### src/inc/caoa_pkg.sv
// Purpose: Shared constants and types for circular addressing and offset alignment
// Assumes: 32-bit addresses, quad word of four 32-bit words
// Notes: Access group codes are internal encodings of the decoded variant
package caoa_pkg;
    localparam int ADDR_W = 32;
    localparam int WORD_W = 32;
    localparam int QUAD_W = 128;
    localparam int SHORT_W = 16;
    localparam int NUM_CIRC = 4;
    localparam int IDX_SEL_W = 2;
    localparam int WORD_MIS_LSB = 0;
    localparam int WORD_MIS_W = 2;
    localparam int SHORT_MIS_W = 3;
    localparam int UNIT_SEL_W = 1;
    localparam logic [ADDR_W-1:0] REG_RESET = 32'h0000_0000;
    localparam logic [QUAD_W-1:0] QUAD_RESET = 128'h0;
    localparam logic [SHORT_MIS_W-1:0] EXTRA_SHIFT = 3'h1;

    typedef enum logic [2:0] {
        CAOA_ALIGN_WORD,
        CAOA_ALIGN_SHORT,
        CAOA_X_OFF_WORD,
        CAOA_Y_OFF_WORD,
        CAOA_X_OFF_SHORT,
        CAOA_Y_OFF_SHORT,
        CAOA_ALIGN_NONE
    } caoa_group_e;
endpackage

### src/inc/caoa_addr_if.sv
// Purpose: Carries one circular index update request and its result
// Assumes: Single clock, combinational answer
// Notes: Used between caoa_core and the address calculator
`timescale 1ns/10ps
interface caoa_addr_if;
    logic [caoa_pkg::ADDR_W-1:0] index;
    logic [caoa_pkg::ADDR_W-1:0] modify;
    logic [caoa_pkg::ADDR_W-1:0] base;
    logic [caoa_pkg::ADDR_W-1:0] length;
    logic circular;
    logic [caoa_pkg::ADDR_W-1:0] next_index;
    modport calc (input index, modify, base, length, circular, output next_index);
    modport user (output index, modify, base, length, circular, input next_index);
endinterface

### src/hdl/caoa_circ_calc.sv
// Purpose: Post-modify index calculation with circular wrap
// Assumes: Index starts inside the buffer, modify magnitude below length
// Notes: Purely combinational, one wrap at most
`timescale 1ns/10ps
module caoa_circ_calc (
    caoa_addr_if.calc a
);
    logic [caoa_pkg::ADDR_W-1:0] sum;
    logic [caoa_pkg::ADDR_W-1:0] top;
    always_comb begin
        sum = a.index + a.modify;
        top = a.base + a.length;
        a.next_index = sum;
        // Zero length is forced linear: one bound test would always hold
        if (a.circular && (a.length != caoa_pkg::REG_RESET)) begin
            if (sum >= top) begin
                a.next_index = sum - a.length;
            end else if (sum < a.base) begin
                a.next_index = sum + a.length;
            end
        end
    end
endmodule

### src/hdl/caoa_core.sv
// Purpose: Circular post-modify address unit and offset alignment buffer
// Assumes: Decode gives index number, unit, group and circular flag
// Notes: Two address units of four circular registers each
`timescale 1ns/10ps
// What this block does
// - Offset loads give one block an extra one-element shift, the other none.
// - Extra element is a short word or a normal word by variant.
// - X offset word: X shifted misalignment plus one word, Y misalignment.
// - Y offset word: Y shifted misalignment plus one word, X misalignment.
// - Short offset: chosen block gets one extra short word shift.
// - Misalignment from bits 2:0 short or 1:0 word; Old low, New high.
// - Word misalignment zero: plain gives Old, offset gives New0 over Old3:1.
// - Add modify; subtract length at or above top; add length below base.
// - Zero length gives plain linear post-modify.
// - Length counts 32-bit words in the paired length register.
// - Only index 0 to 3 are circular, each with own base and length.
// - Circular is post-modify only, index updated on each access.
// - Circular calculation only with the circular operator, else linear.
// - Address unit add and subtract may also wrap circularly.
// - Old index drives the address; modified index written back.
// - Access group bits select plain, short or offset variant.
// - Buffer holds one quad; result from held and current quad.
module caoa_core (
    input wire logic clock,
    input wire logic rst_n,
    input wire logic clk_en,
    input wire logic access_valid,
    input wire logic arith_valid,
    input wire logic unit_sel,
    input wire logic [caoa_pkg::IDX_SEL_W-1:0] idx_sel,
    input wire logic [caoa_pkg::ADDR_W-1:0] modify_val,
    input wire logic circular_operator,
    input wire logic [2:0] access_group,
    input wire logic wr_en,
    input wire logic [1:0] wr_kind,
    input wire logic [caoa_pkg::ADDR_W-1:0] wr_data,
    input wire logic rd_valid,
    input wire logic [caoa_pkg::QUAD_W-1:0] rd_quad,
    output logic [caoa_pkg::ADDR_W-1:0] addr_out_ff,
    output logic addr_valid_ff,
    output logic [caoa_pkg::ADDR_W-1:0] arith_result_ff,
    output logic arith_done_ff,
    output logic [caoa_pkg::QUAD_W-1:0] x_quad_ff,
    output logic [caoa_pkg::QUAD_W-1:0] y_quad_ff,
    output logic load_done_ff
);
    localparam int NREG = 2 * caoa_pkg::NUM_CIRC;
    localparam int TOT_W = 2 * caoa_pkg::QUAD_W;

    logic [caoa_pkg::ADDR_W-1:0] index_ff [NREG];
    logic [caoa_pkg::ADDR_W-1:0] base_ff [NREG];
    logic [caoa_pkg::ADDR_W-1:0] length_ff [NREG];
    logic [caoa_pkg::ADDR_W-1:0] nxt_index [NREG];
    logic [caoa_pkg::ADDR_W-1:0] nxt_base [NREG];
    logic [caoa_pkg::ADDR_W-1:0] nxt_length [NREG];
    logic [caoa_pkg::ADDR_W-1:0] nxt_addr_out;
    logic nxt_addr_valid;
    logic [caoa_pkg::ADDR_W-1:0] nxt_arith_result;
    logic nxt_arith_done;

    logic [caoa_pkg::QUAD_W-1:0] held_ff;
    logic [caoa_pkg::QUAD_W-1:0] nxt_held;
    logic [caoa_pkg::ADDR_W-1:0] pend_addr_ff;
    logic [caoa_pkg::ADDR_W-1:0] nxt_pend_addr;
    caoa_pkg::caoa_group_e pend_group_ff;
    caoa_pkg::caoa_group_e nxt_pend_group;
    logic [caoa_pkg::QUAD_W-1:0] nxt_x_quad;
    logic [caoa_pkg::QUAD_W-1:0] nxt_y_quad;
    logic nxt_load_done;

    logic [2:0] sel;
    caoa_addr_if ca ();

    caoa_circ_calc u_calc (
        .a(ca)
    );

    // Shift a joined New:Old pair by a count of 16-bit elements
    function automatic logic [caoa_pkg::QUAD_W-1:0] align_quad(
        input logic [caoa_pkg::QUAD_W-1:0] held,
        input logic [caoa_pkg::QUAD_W-1:0] cur,
        input logic [3:0] shorts
    );
        logic [TOT_W-1:0] joined;
        logic [TOT_W-1:0] moved;
        joined = {cur, held};
        moved = joined >> (shorts * caoa_pkg::SHORT_W);
        return moved[caoa_pkg::QUAD_W-1:0];
    endfunction

    // Misalignment in short elements, offset element added when asked
    function automatic logic [3:0] shift_count(
        input logic [caoa_pkg::ADDR_W-1:0] addr,
        input logic short_mode,
        input logic extra
    );
        logic [3:0] cnt;
        if (short_mode) begin
            cnt = {1'b0, addr[caoa_pkg::SHORT_MIS_W-1:0]};
            if (extra) begin
                cnt = cnt + {1'b0, caoa_pkg::EXTRA_SHIFT};
            end
        end else begin
            cnt = {1'b0, addr[caoa_pkg::WORD_MIS_W-1:0], 1'b0};
            if (extra) begin
                cnt = cnt + {caoa_pkg::EXTRA_SHIFT, 1'b0};
            end
        end
        return cnt;
    endfunction

    assign sel = {unit_sel, idx_sel};

    // Calculator input: access or address unit arithmetic on selected index
    always_comb begin
        ca.index = index_ff[sel];
        ca.modify = modify_val;
        ca.base = base_ff[sel];
        ca.length = length_ff[sel];
        ca.circular = circular_operator;
    end

    // Address unit register state
    always_comb begin
        for (int i = 0; i < NREG; i++) begin
            nxt_index[i] = index_ff[i];
            nxt_base[i] = base_ff[i];
            nxt_length[i] = length_ff[i];
        end
        nxt_addr_out = addr_out_ff;
        nxt_addr_valid = 1'b0;
        nxt_arith_result = arith_result_ff;
        nxt_arith_done = 1'b0;
        if (wr_en) begin
            case (wr_kind)
                2'h0: nxt_index[sel] = wr_data;
                2'h1: nxt_base[sel] = wr_data;
                2'h2: nxt_length[sel] = wr_data;
                default: ;
            endcase
        end
        if (access_valid) begin
            nxt_addr_out = index_ff[sel];
            nxt_addr_valid = 1'b1;
            nxt_index[sel] = ca.next_index;
        end else if (arith_valid) begin
            nxt_arith_result = ca.next_index;
            nxt_arith_done = 1'b1;
        end
    end

    always_ff @(posedge clock) begin
        if (!rst_n) begin
            for (int i = 0; i < NREG; i++) begin
                index_ff[i] <= caoa_pkg::REG_RESET;
                base_ff[i] <= caoa_pkg::REG_RESET;
                length_ff[i] <= caoa_pkg::REG_RESET;
            end
            addr_out_ff <= caoa_pkg::REG_RESET;
            addr_valid_ff <= 1'b0;
            arith_result_ff <= caoa_pkg::REG_RESET;
            arith_done_ff <= 1'b0;
        end else if (clk_en) begin
            index_ff <= nxt_index;
            base_ff <= nxt_base;
            length_ff <= nxt_length;
            addr_out_ff <= nxt_addr_out;
            addr_valid_ff <= nxt_addr_valid;
            arith_result_ff <= nxt_arith_result;
            arith_done_ff <= nxt_arith_done;
        end
    end

    // Alignment buffer state
    always_comb begin
        logic [3:0] xs;
        logic [3:0] ys;
        logic short_mode;
        xs = 4'h0;
        ys = 4'h0;
        short_mode = 1'b0;
        nxt_held = held_ff;
        nxt_pend_addr = pend_addr_ff;
        nxt_pend_group = pend_group_ff;
        nxt_x_quad = x_quad_ff;
        nxt_y_quad = y_quad_ff;
        nxt_load_done = 1'b0;
        if (access_valid) begin
            nxt_pend_addr = index_ff[sel];
            case (access_group)
                3'h0: nxt_pend_group = caoa_pkg::CAOA_ALIGN_WORD;
                3'h1: nxt_pend_group = caoa_pkg::CAOA_ALIGN_SHORT;
                3'h2: nxt_pend_group = caoa_pkg::CAOA_X_OFF_WORD;
                3'h3: nxt_pend_group = caoa_pkg::CAOA_Y_OFF_WORD;
                3'h4: nxt_pend_group = caoa_pkg::CAOA_X_OFF_SHORT;
                3'h5: nxt_pend_group = caoa_pkg::CAOA_Y_OFF_SHORT;
                default: nxt_pend_group = caoa_pkg::CAOA_ALIGN_NONE;
            endcase
        end
        if (rd_valid) begin
            case (pend_group_ff)
                caoa_pkg::CAOA_ALIGN_WORD: begin
                    xs = shift_count(pend_addr_ff, 1'b0, 1'b0);
                    ys = xs;
                end
                caoa_pkg::CAOA_ALIGN_SHORT: begin
                    short_mode = 1'b1;
                    xs = shift_count(pend_addr_ff, 1'b1, 1'b0);
                    ys = xs;
                end
                caoa_pkg::CAOA_X_OFF_WORD: begin
                    xs = shift_count(pend_addr_ff, 1'b0, 1'b1);
                    ys = shift_count(pend_addr_ff, 1'b0, 1'b0);
                end
                caoa_pkg::CAOA_Y_OFF_WORD: begin
                    ys = shift_count(pend_addr_ff, 1'b0, 1'b1);
                    xs = shift_count(pend_addr_ff, 1'b0, 1'b0);
                end
                caoa_pkg::CAOA_X_OFF_SHORT: begin
                    short_mode = 1'b1;
                    xs = shift_count(pend_addr_ff, 1'b1, 1'b1);
                    ys = shift_count(pend_addr_ff, 1'b1, 1'b0);
                end
                caoa_pkg::CAOA_Y_OFF_SHORT: begin
                    short_mode = 1'b1;
                    ys = shift_count(pend_addr_ff, 1'b1, 1'b1);
                    xs = shift_count(pend_addr_ff, 1'b1, 1'b0);
                end
                default: begin
                    xs = 4'h0;
                    ys = 4'h0;
                end
            endcase
            // Word misalignment zero: Old whole, or New[0] over Old[3:1]
            nxt_x_quad = align_quad(held_ff, rd_quad, xs);
            nxt_y_quad = align_quad(held_ff, rd_quad, ys);
            nxt_held = rd_quad;
            nxt_load_done = (pend_group_ff != caoa_pkg::CAOA_ALIGN_NONE) | short_mode;
        end
    end

    always_ff @(posedge clock) begin
        if (!rst_n) begin
            held_ff <= caoa_pkg::QUAD_RESET;
            pend_addr_ff <= caoa_pkg::REG_RESET;
            pend_group_ff <= caoa_pkg::CAOA_ALIGN_NONE;
            x_quad_ff <= caoa_pkg::QUAD_RESET;
            y_quad_ff <= caoa_pkg::QUAD_RESET;
            load_done_ff <= 1'b0;
        end else if (clk_en) begin
            held_ff <= nxt_held;
            pend_addr_ff <= nxt_pend_addr;
            pend_group_ff <= nxt_pend_group;
            x_quad_ff <= nxt_x_quad;
            y_quad_ff <= nxt_y_quad;
            load_done_ff <= nxt_load_done;
        end
    end
endmodule

### config.mk
export PLATFORM = sky130hd
export DESIGN_NAME = caoa_core
export DESIGN_NICKNAME = d
export VERILOG_FILES = /design/src/inc/caoa_pkg.sv /design/src/inc/caoa_addr_if.sv /design/src/hdl/caoa_circ_calc.sv /design/src/hdl/caoa_core.sv
export SDC_FILE = /design/constraint.sdc
export NUM_CORES = 2
export LEC_CHECK = 0
export BUFFER_PORTS_ARGS = -buffer_cell sky130_fd_sc_hd__buf_2
export CAP_MARGIN = 20
export CORE_MARGIN = 1.5
export CORE_UTILIZATION = 50
export CTS_CLUSTER_SIZE = 20
export DETAILED_ROUTE_END_ITERATION = 7
export PLACE_DENSITY = 0.7
export SYNTH_ARGS = -nofsm -noshare
export SYNTH_HDL_FRONTEND = slang
export SYNTH_SLANG_ARGS = --single-unit
export TNS_END_PERCENT = 20
### constraint.sdc
create_clock -name clock -period 12.3 [get_ports clock]
set_input_delay 2.46 -clock clock [delete_from_list [all_inputs] [get_ports clock]]
set_output_delay 2.46 -clock clock [all_outputs]
set_load 0.1 [all_outputs]
==> out/summary.txt <==
========================================================================================
Run status                                                                  finished with violations
Failing checks                                                                       DRC
CTS Buffer Depth                                                                       3
Area overhead of the layout relative to synthesis                                  12.1%
Post-synthesis instance area                                                  72,200 µm²
Delay contributed by the slowest stage of the critical path                      0.83 ns
Syn nets                                                                           9,697
Vias in the first global route                                                    69,900
Number of antenna violations at the first check in global routing                     82
Clock latency reported for the late side of the worst-skew pair                  0.81 ns
Detailed router's first-iteration violation count                                 13,200
Wire length of the first global-routing pass                                      500 mm
Inserted Clock Buffers                                                               137
Wire length per cell after detailed routing                                      31.1 µm
Kind of launch point of the worst setup path                                  input port
Worst hold margin                                                               0.452 ns
Yosys warnings                                                                         0
Buffer type at the clock tree root                                          sky130_fd_sc_hd__clkbuf_16
Synthesized instance count                                                         9,296
Layout Skew                                                                    0.0417 ns
Final count of pins violating max slew                                                 0
Number of hold-slack violations in the final timing report                             0
Slowest library cell on the worst path                                      sky130_fd_sc_hd__mux2i_1
Instance count along the most critical hold path                                       2
Reg2reg path depth                                                                    29
Die height                                                                        383 µm
Number of buffer and inverter instances along the worst setup path                     7
Clock slew at reported path FFs                                                  0.06 ns
Arrival time of data at the critical path endpoint                              11.65 ns
Synth unique cells                                                                    98
Worst max-slew margin expressed relative to the limit                              6.23%
Net count reported at finish                                                       9,712
Setup crit end kind                                                            flip-flop
Effective utilization at floorplan                                                 50.4%
Max Clock Freq                                                                  90.8 MHz
Endpoint, Worst Hold                                                        x_quad_ff[44]$_SDFFE_PN0P_
Total Wirelength                                                                  354 mm
Number of synthesized flops with an enable pin                                         0
Proportion of layout cells with a drive suffix above 1                             14.0%
Leakage                                                                          29.9 nW
Transition time at the pin with the least slew margin                            1.40 ns
Sequential element share of the synthesized area                                   33.9%
Commonest register cell after synthesis                                     sky130_fd_sc_hd__dfxtp_1
Yosys reg bits                                                                     1,222
Worst IR Drop VDD                                                                 143 µV
Total chip power                                                                 11.0 mW
Number of primary I/O pins                                                           531
Sink count of the clock tree                                                       1,222
Buffers inserted during post-CTS setup optimization                                    0
Worst hold start                                                            x_quad_ff[44]$_SDFFE_PN0P_
DRC errors left                                                                        3
Logic depth of the worst path, buffers included                                       31
Fraction of registers with async set or reset after synthesis                         0%
Setup repair after global routing missed its margin                                   no
Overall overflow remaining after global route                                          0
H-tree levels                                                                          4
Die Area                                                                     147,000 µm²
Total half-perimeter wirelength after legalization and detailed placement         246 mm
Placer's final routability congestion estimate                                      1.04
Number of gates resized after cts                                                      0
Final core occ                                                                     56.5%
Via count                                                                         78,500
Slack of the worst reg-to-reg path                                               3.81 ns
Cell class contributing the biggest share of worst-path delay               compound AO/OA/AOI/OAI gates
Final Cycle Share                                                                  89.5%
PortBufs                                                                             530
Avg Synthesized Cell Area                                                       7.77 µm²
Cell seen most often among critical-path stages                             sky130_fd_sc_hd__buf_4
Post-detailed-route via-to-cell ratio                                               6.89
Highest net fanout along the worst path                                               44
Setup-failing EPs final                                                                0
Die width                                                                         383 µm
Critical R2R Capture                                                        index_ff[16]$_SDFFE_PN0P_
Cell Rows                                                                            139
DRT Pass-1 Iters                                                                       8
Pin count of the biggest net entering global routing                                 211
Data required time of the worst path                                            12.94 ns
GRT Resource Usage Total                                                           46.0%
TritonCTS clock tree                                                                done
Core Box Area                                                                143,000 µm²
Routed Antenna Nets                                                                    0
MaxCap Viol Count                                                                      0
Sum of negative setup slack                                                         0 ns
Crit Reg-Reg Startpoint                                                     index_ff[32]$_SDFFE_PN0P_
Final critical delay including setup and external delays                        11.01 ns
Power density of the placed cells                                             136 nW/µm²
Type of the worst setup path                                                input port to flip-flop
Path category of the worst min-delay check                                  flip-flop to flip-flop
Cts hold-fix bufs                                                                      0
========================================================================================
## metrics by stage
| stage | setup slack [ns] | instance area (µm²) | instances |
|---|---|---|---|
| 2_1_floorplan | 1.93 | 72200 | 9296 |
| 3_3_place_gp | 1.12 | 76000 | 11000 |
| 3_5_place_dp | 0.961 | 76100 | 11100 |
| 4_1_cts | 1.77 | 80600 | 11300 |
| 5_1_grt | 0.861 | 80900 | 11400 |
| 6_report | 1.29 | 81000 | 11400 |
## synthesized netlist by cell type (all sizes together) (34+ instances only)
| cell | count | share of area (%) |
|---|---|---|
| inv | 121 | 0.63 |
| nand2b | 54 | 0.47 |
| a21o | 45 | 0.47 |
| o221ai | 257 | 3.1 |
| ha | 189 | 3.3 |
| mux4 | 138 | 4.3 |
| buf | 157 | 0.96 |
| nand3 | 113 | 0.78 |
| a211oi | 200 | 2.1 |
| mux2 | 77 | 1.2 |
| nand2 | 2123 | 11 |
| o21ai | 218 | 1.5 |
| o21a | 35 | 0.36 |
| a22oi | 163 | 1.7 |
| dfxtp | 1222 | 34 |
| clkbuf | 732 | 3.8 |
| mux2i | 527 | 7.3 |
| xor2 | 34 | 0.41 |
| nor2 | 531 | 2.8 |
| and3 | 58 | 0.50 |
| nor3 | 144 | 1.0 |
| a311oi | 82 | 0.99 |
| a221oi | 131 | 1.6 |
| nor2b | 67 | 0.58 |
| a21oi | 1360 | 9.4 |
| a31oi | 51 | 0.45 |
| xnor2 | 60 | 0.73 |
## tightest hold or removal path, stage by stage, from the launching register on
cell and delay [ns]:
sky130_fd_sc_hd__dfxtp_1 0.31, sky130_fd_sc_hd__nand2_1 0.05, sky130_fd_sc_hd__a21oi_1 0.05
## state kept, by name (all words and copies together), names as in the netlist, 3 cells and up
name             count
index_ff           256
base_ff            256
held_ff            128
length_ff          256
arith_result_ff     32
pend_addr_ff        32
y_quad_ff          128
x_quad_ff          128
pend_group_ff        3
## layer usage
metal | track usage (%) | up-vias | share of wire, %
met5 | 1.03 | - | 0.080
met4 | 26.8 | 34 | 6.6
met3 | 19.5 | 1205 | 16
met2 | 62.3 | 6169 | 39
met1 | 60.2 | 37500 | 37
li1 | - | 33500 | -
## how the worst max path moves through the flow
stage,slack (ns),to,startpoint
CTS,1.77,index_ff[48]$_SDFFE_PN0P_,idx_sel[1]
global route,0.86,index_ff[16]$_SDFFE_PN0P_,idx_sel[1]
detailed placement,0.96,index_ff[16]$_SDFFE_PN0P_,idx_sel[1]
global placement,1.12,index_ff[144]$_SDFFE_PN0P_,idx_sel[1]
finish,1.29,index_ff[16]$_SDFFE_PN0P_,idx_sel[1]
floorplan,1.93,arith_result_ff[6]$_SDFFE_PN0P_,idx_sel[0]
## final cells by class
type                            instances  area (µm²)
Antenna cell                           71         178
Clock buffer                          188        3870
Clock inverter                         50         626
Fill cell                           13400       62500
Inverter                              124         473
Multi-Input combinational cell       7058       44300
Sequential cell                      1222       24500
Tap cell                             1903        2380
Timing Repair Buffer                  768        4690
## cell usage in the layout (no fill, tap or decap), drive strengths merged, types with 31 or more instances in the layout
master and instances:
and3 58, inv 129, a22oi 163, clkbuf 201, a311oi 82, dfxtp 1222
mux2 77, nand2b 54, nand4 31, buf 754, o211ai 31, nand2 2123
a21oi 1360, a21o 45, xnor2 60, clkinv 33, nor3 144, ha 189
xor2 34, a31oi 51, o221ai 257, mux4 138, mux2i 527, a221oi 131
nand3 113, nor2b 67, o21ai 218, diode 71, nor2 531, a211oi 200
a22o 31, o21a 35
## cells by family (layout without fill, tap and decap cells)
kind of cell	Yosys count	after routing	synth area share [%]
compound gates	2815	2815	25.0
xor+xnor	94	94	1.14
fa+ha+maj	193	193	3.38
buf+inv	1016	1130	5.45
flops	1222	1222	33.9
mux	742	742	12.8
other cells	0	71	0
simple gates	3214	3214	18.3
## power by group
part	total (mW)	leakage [nW]	switching, mW	internal [mW]
combinational	2.65	17.8	1.94	0.703
sequential	4.17	9.91	0.106	4.06
clock	4.20	2.20	1.81	2.39
total	11.0	29.9	3.86	7.15
Note: power is estimated with default switching activity, not from simulation.
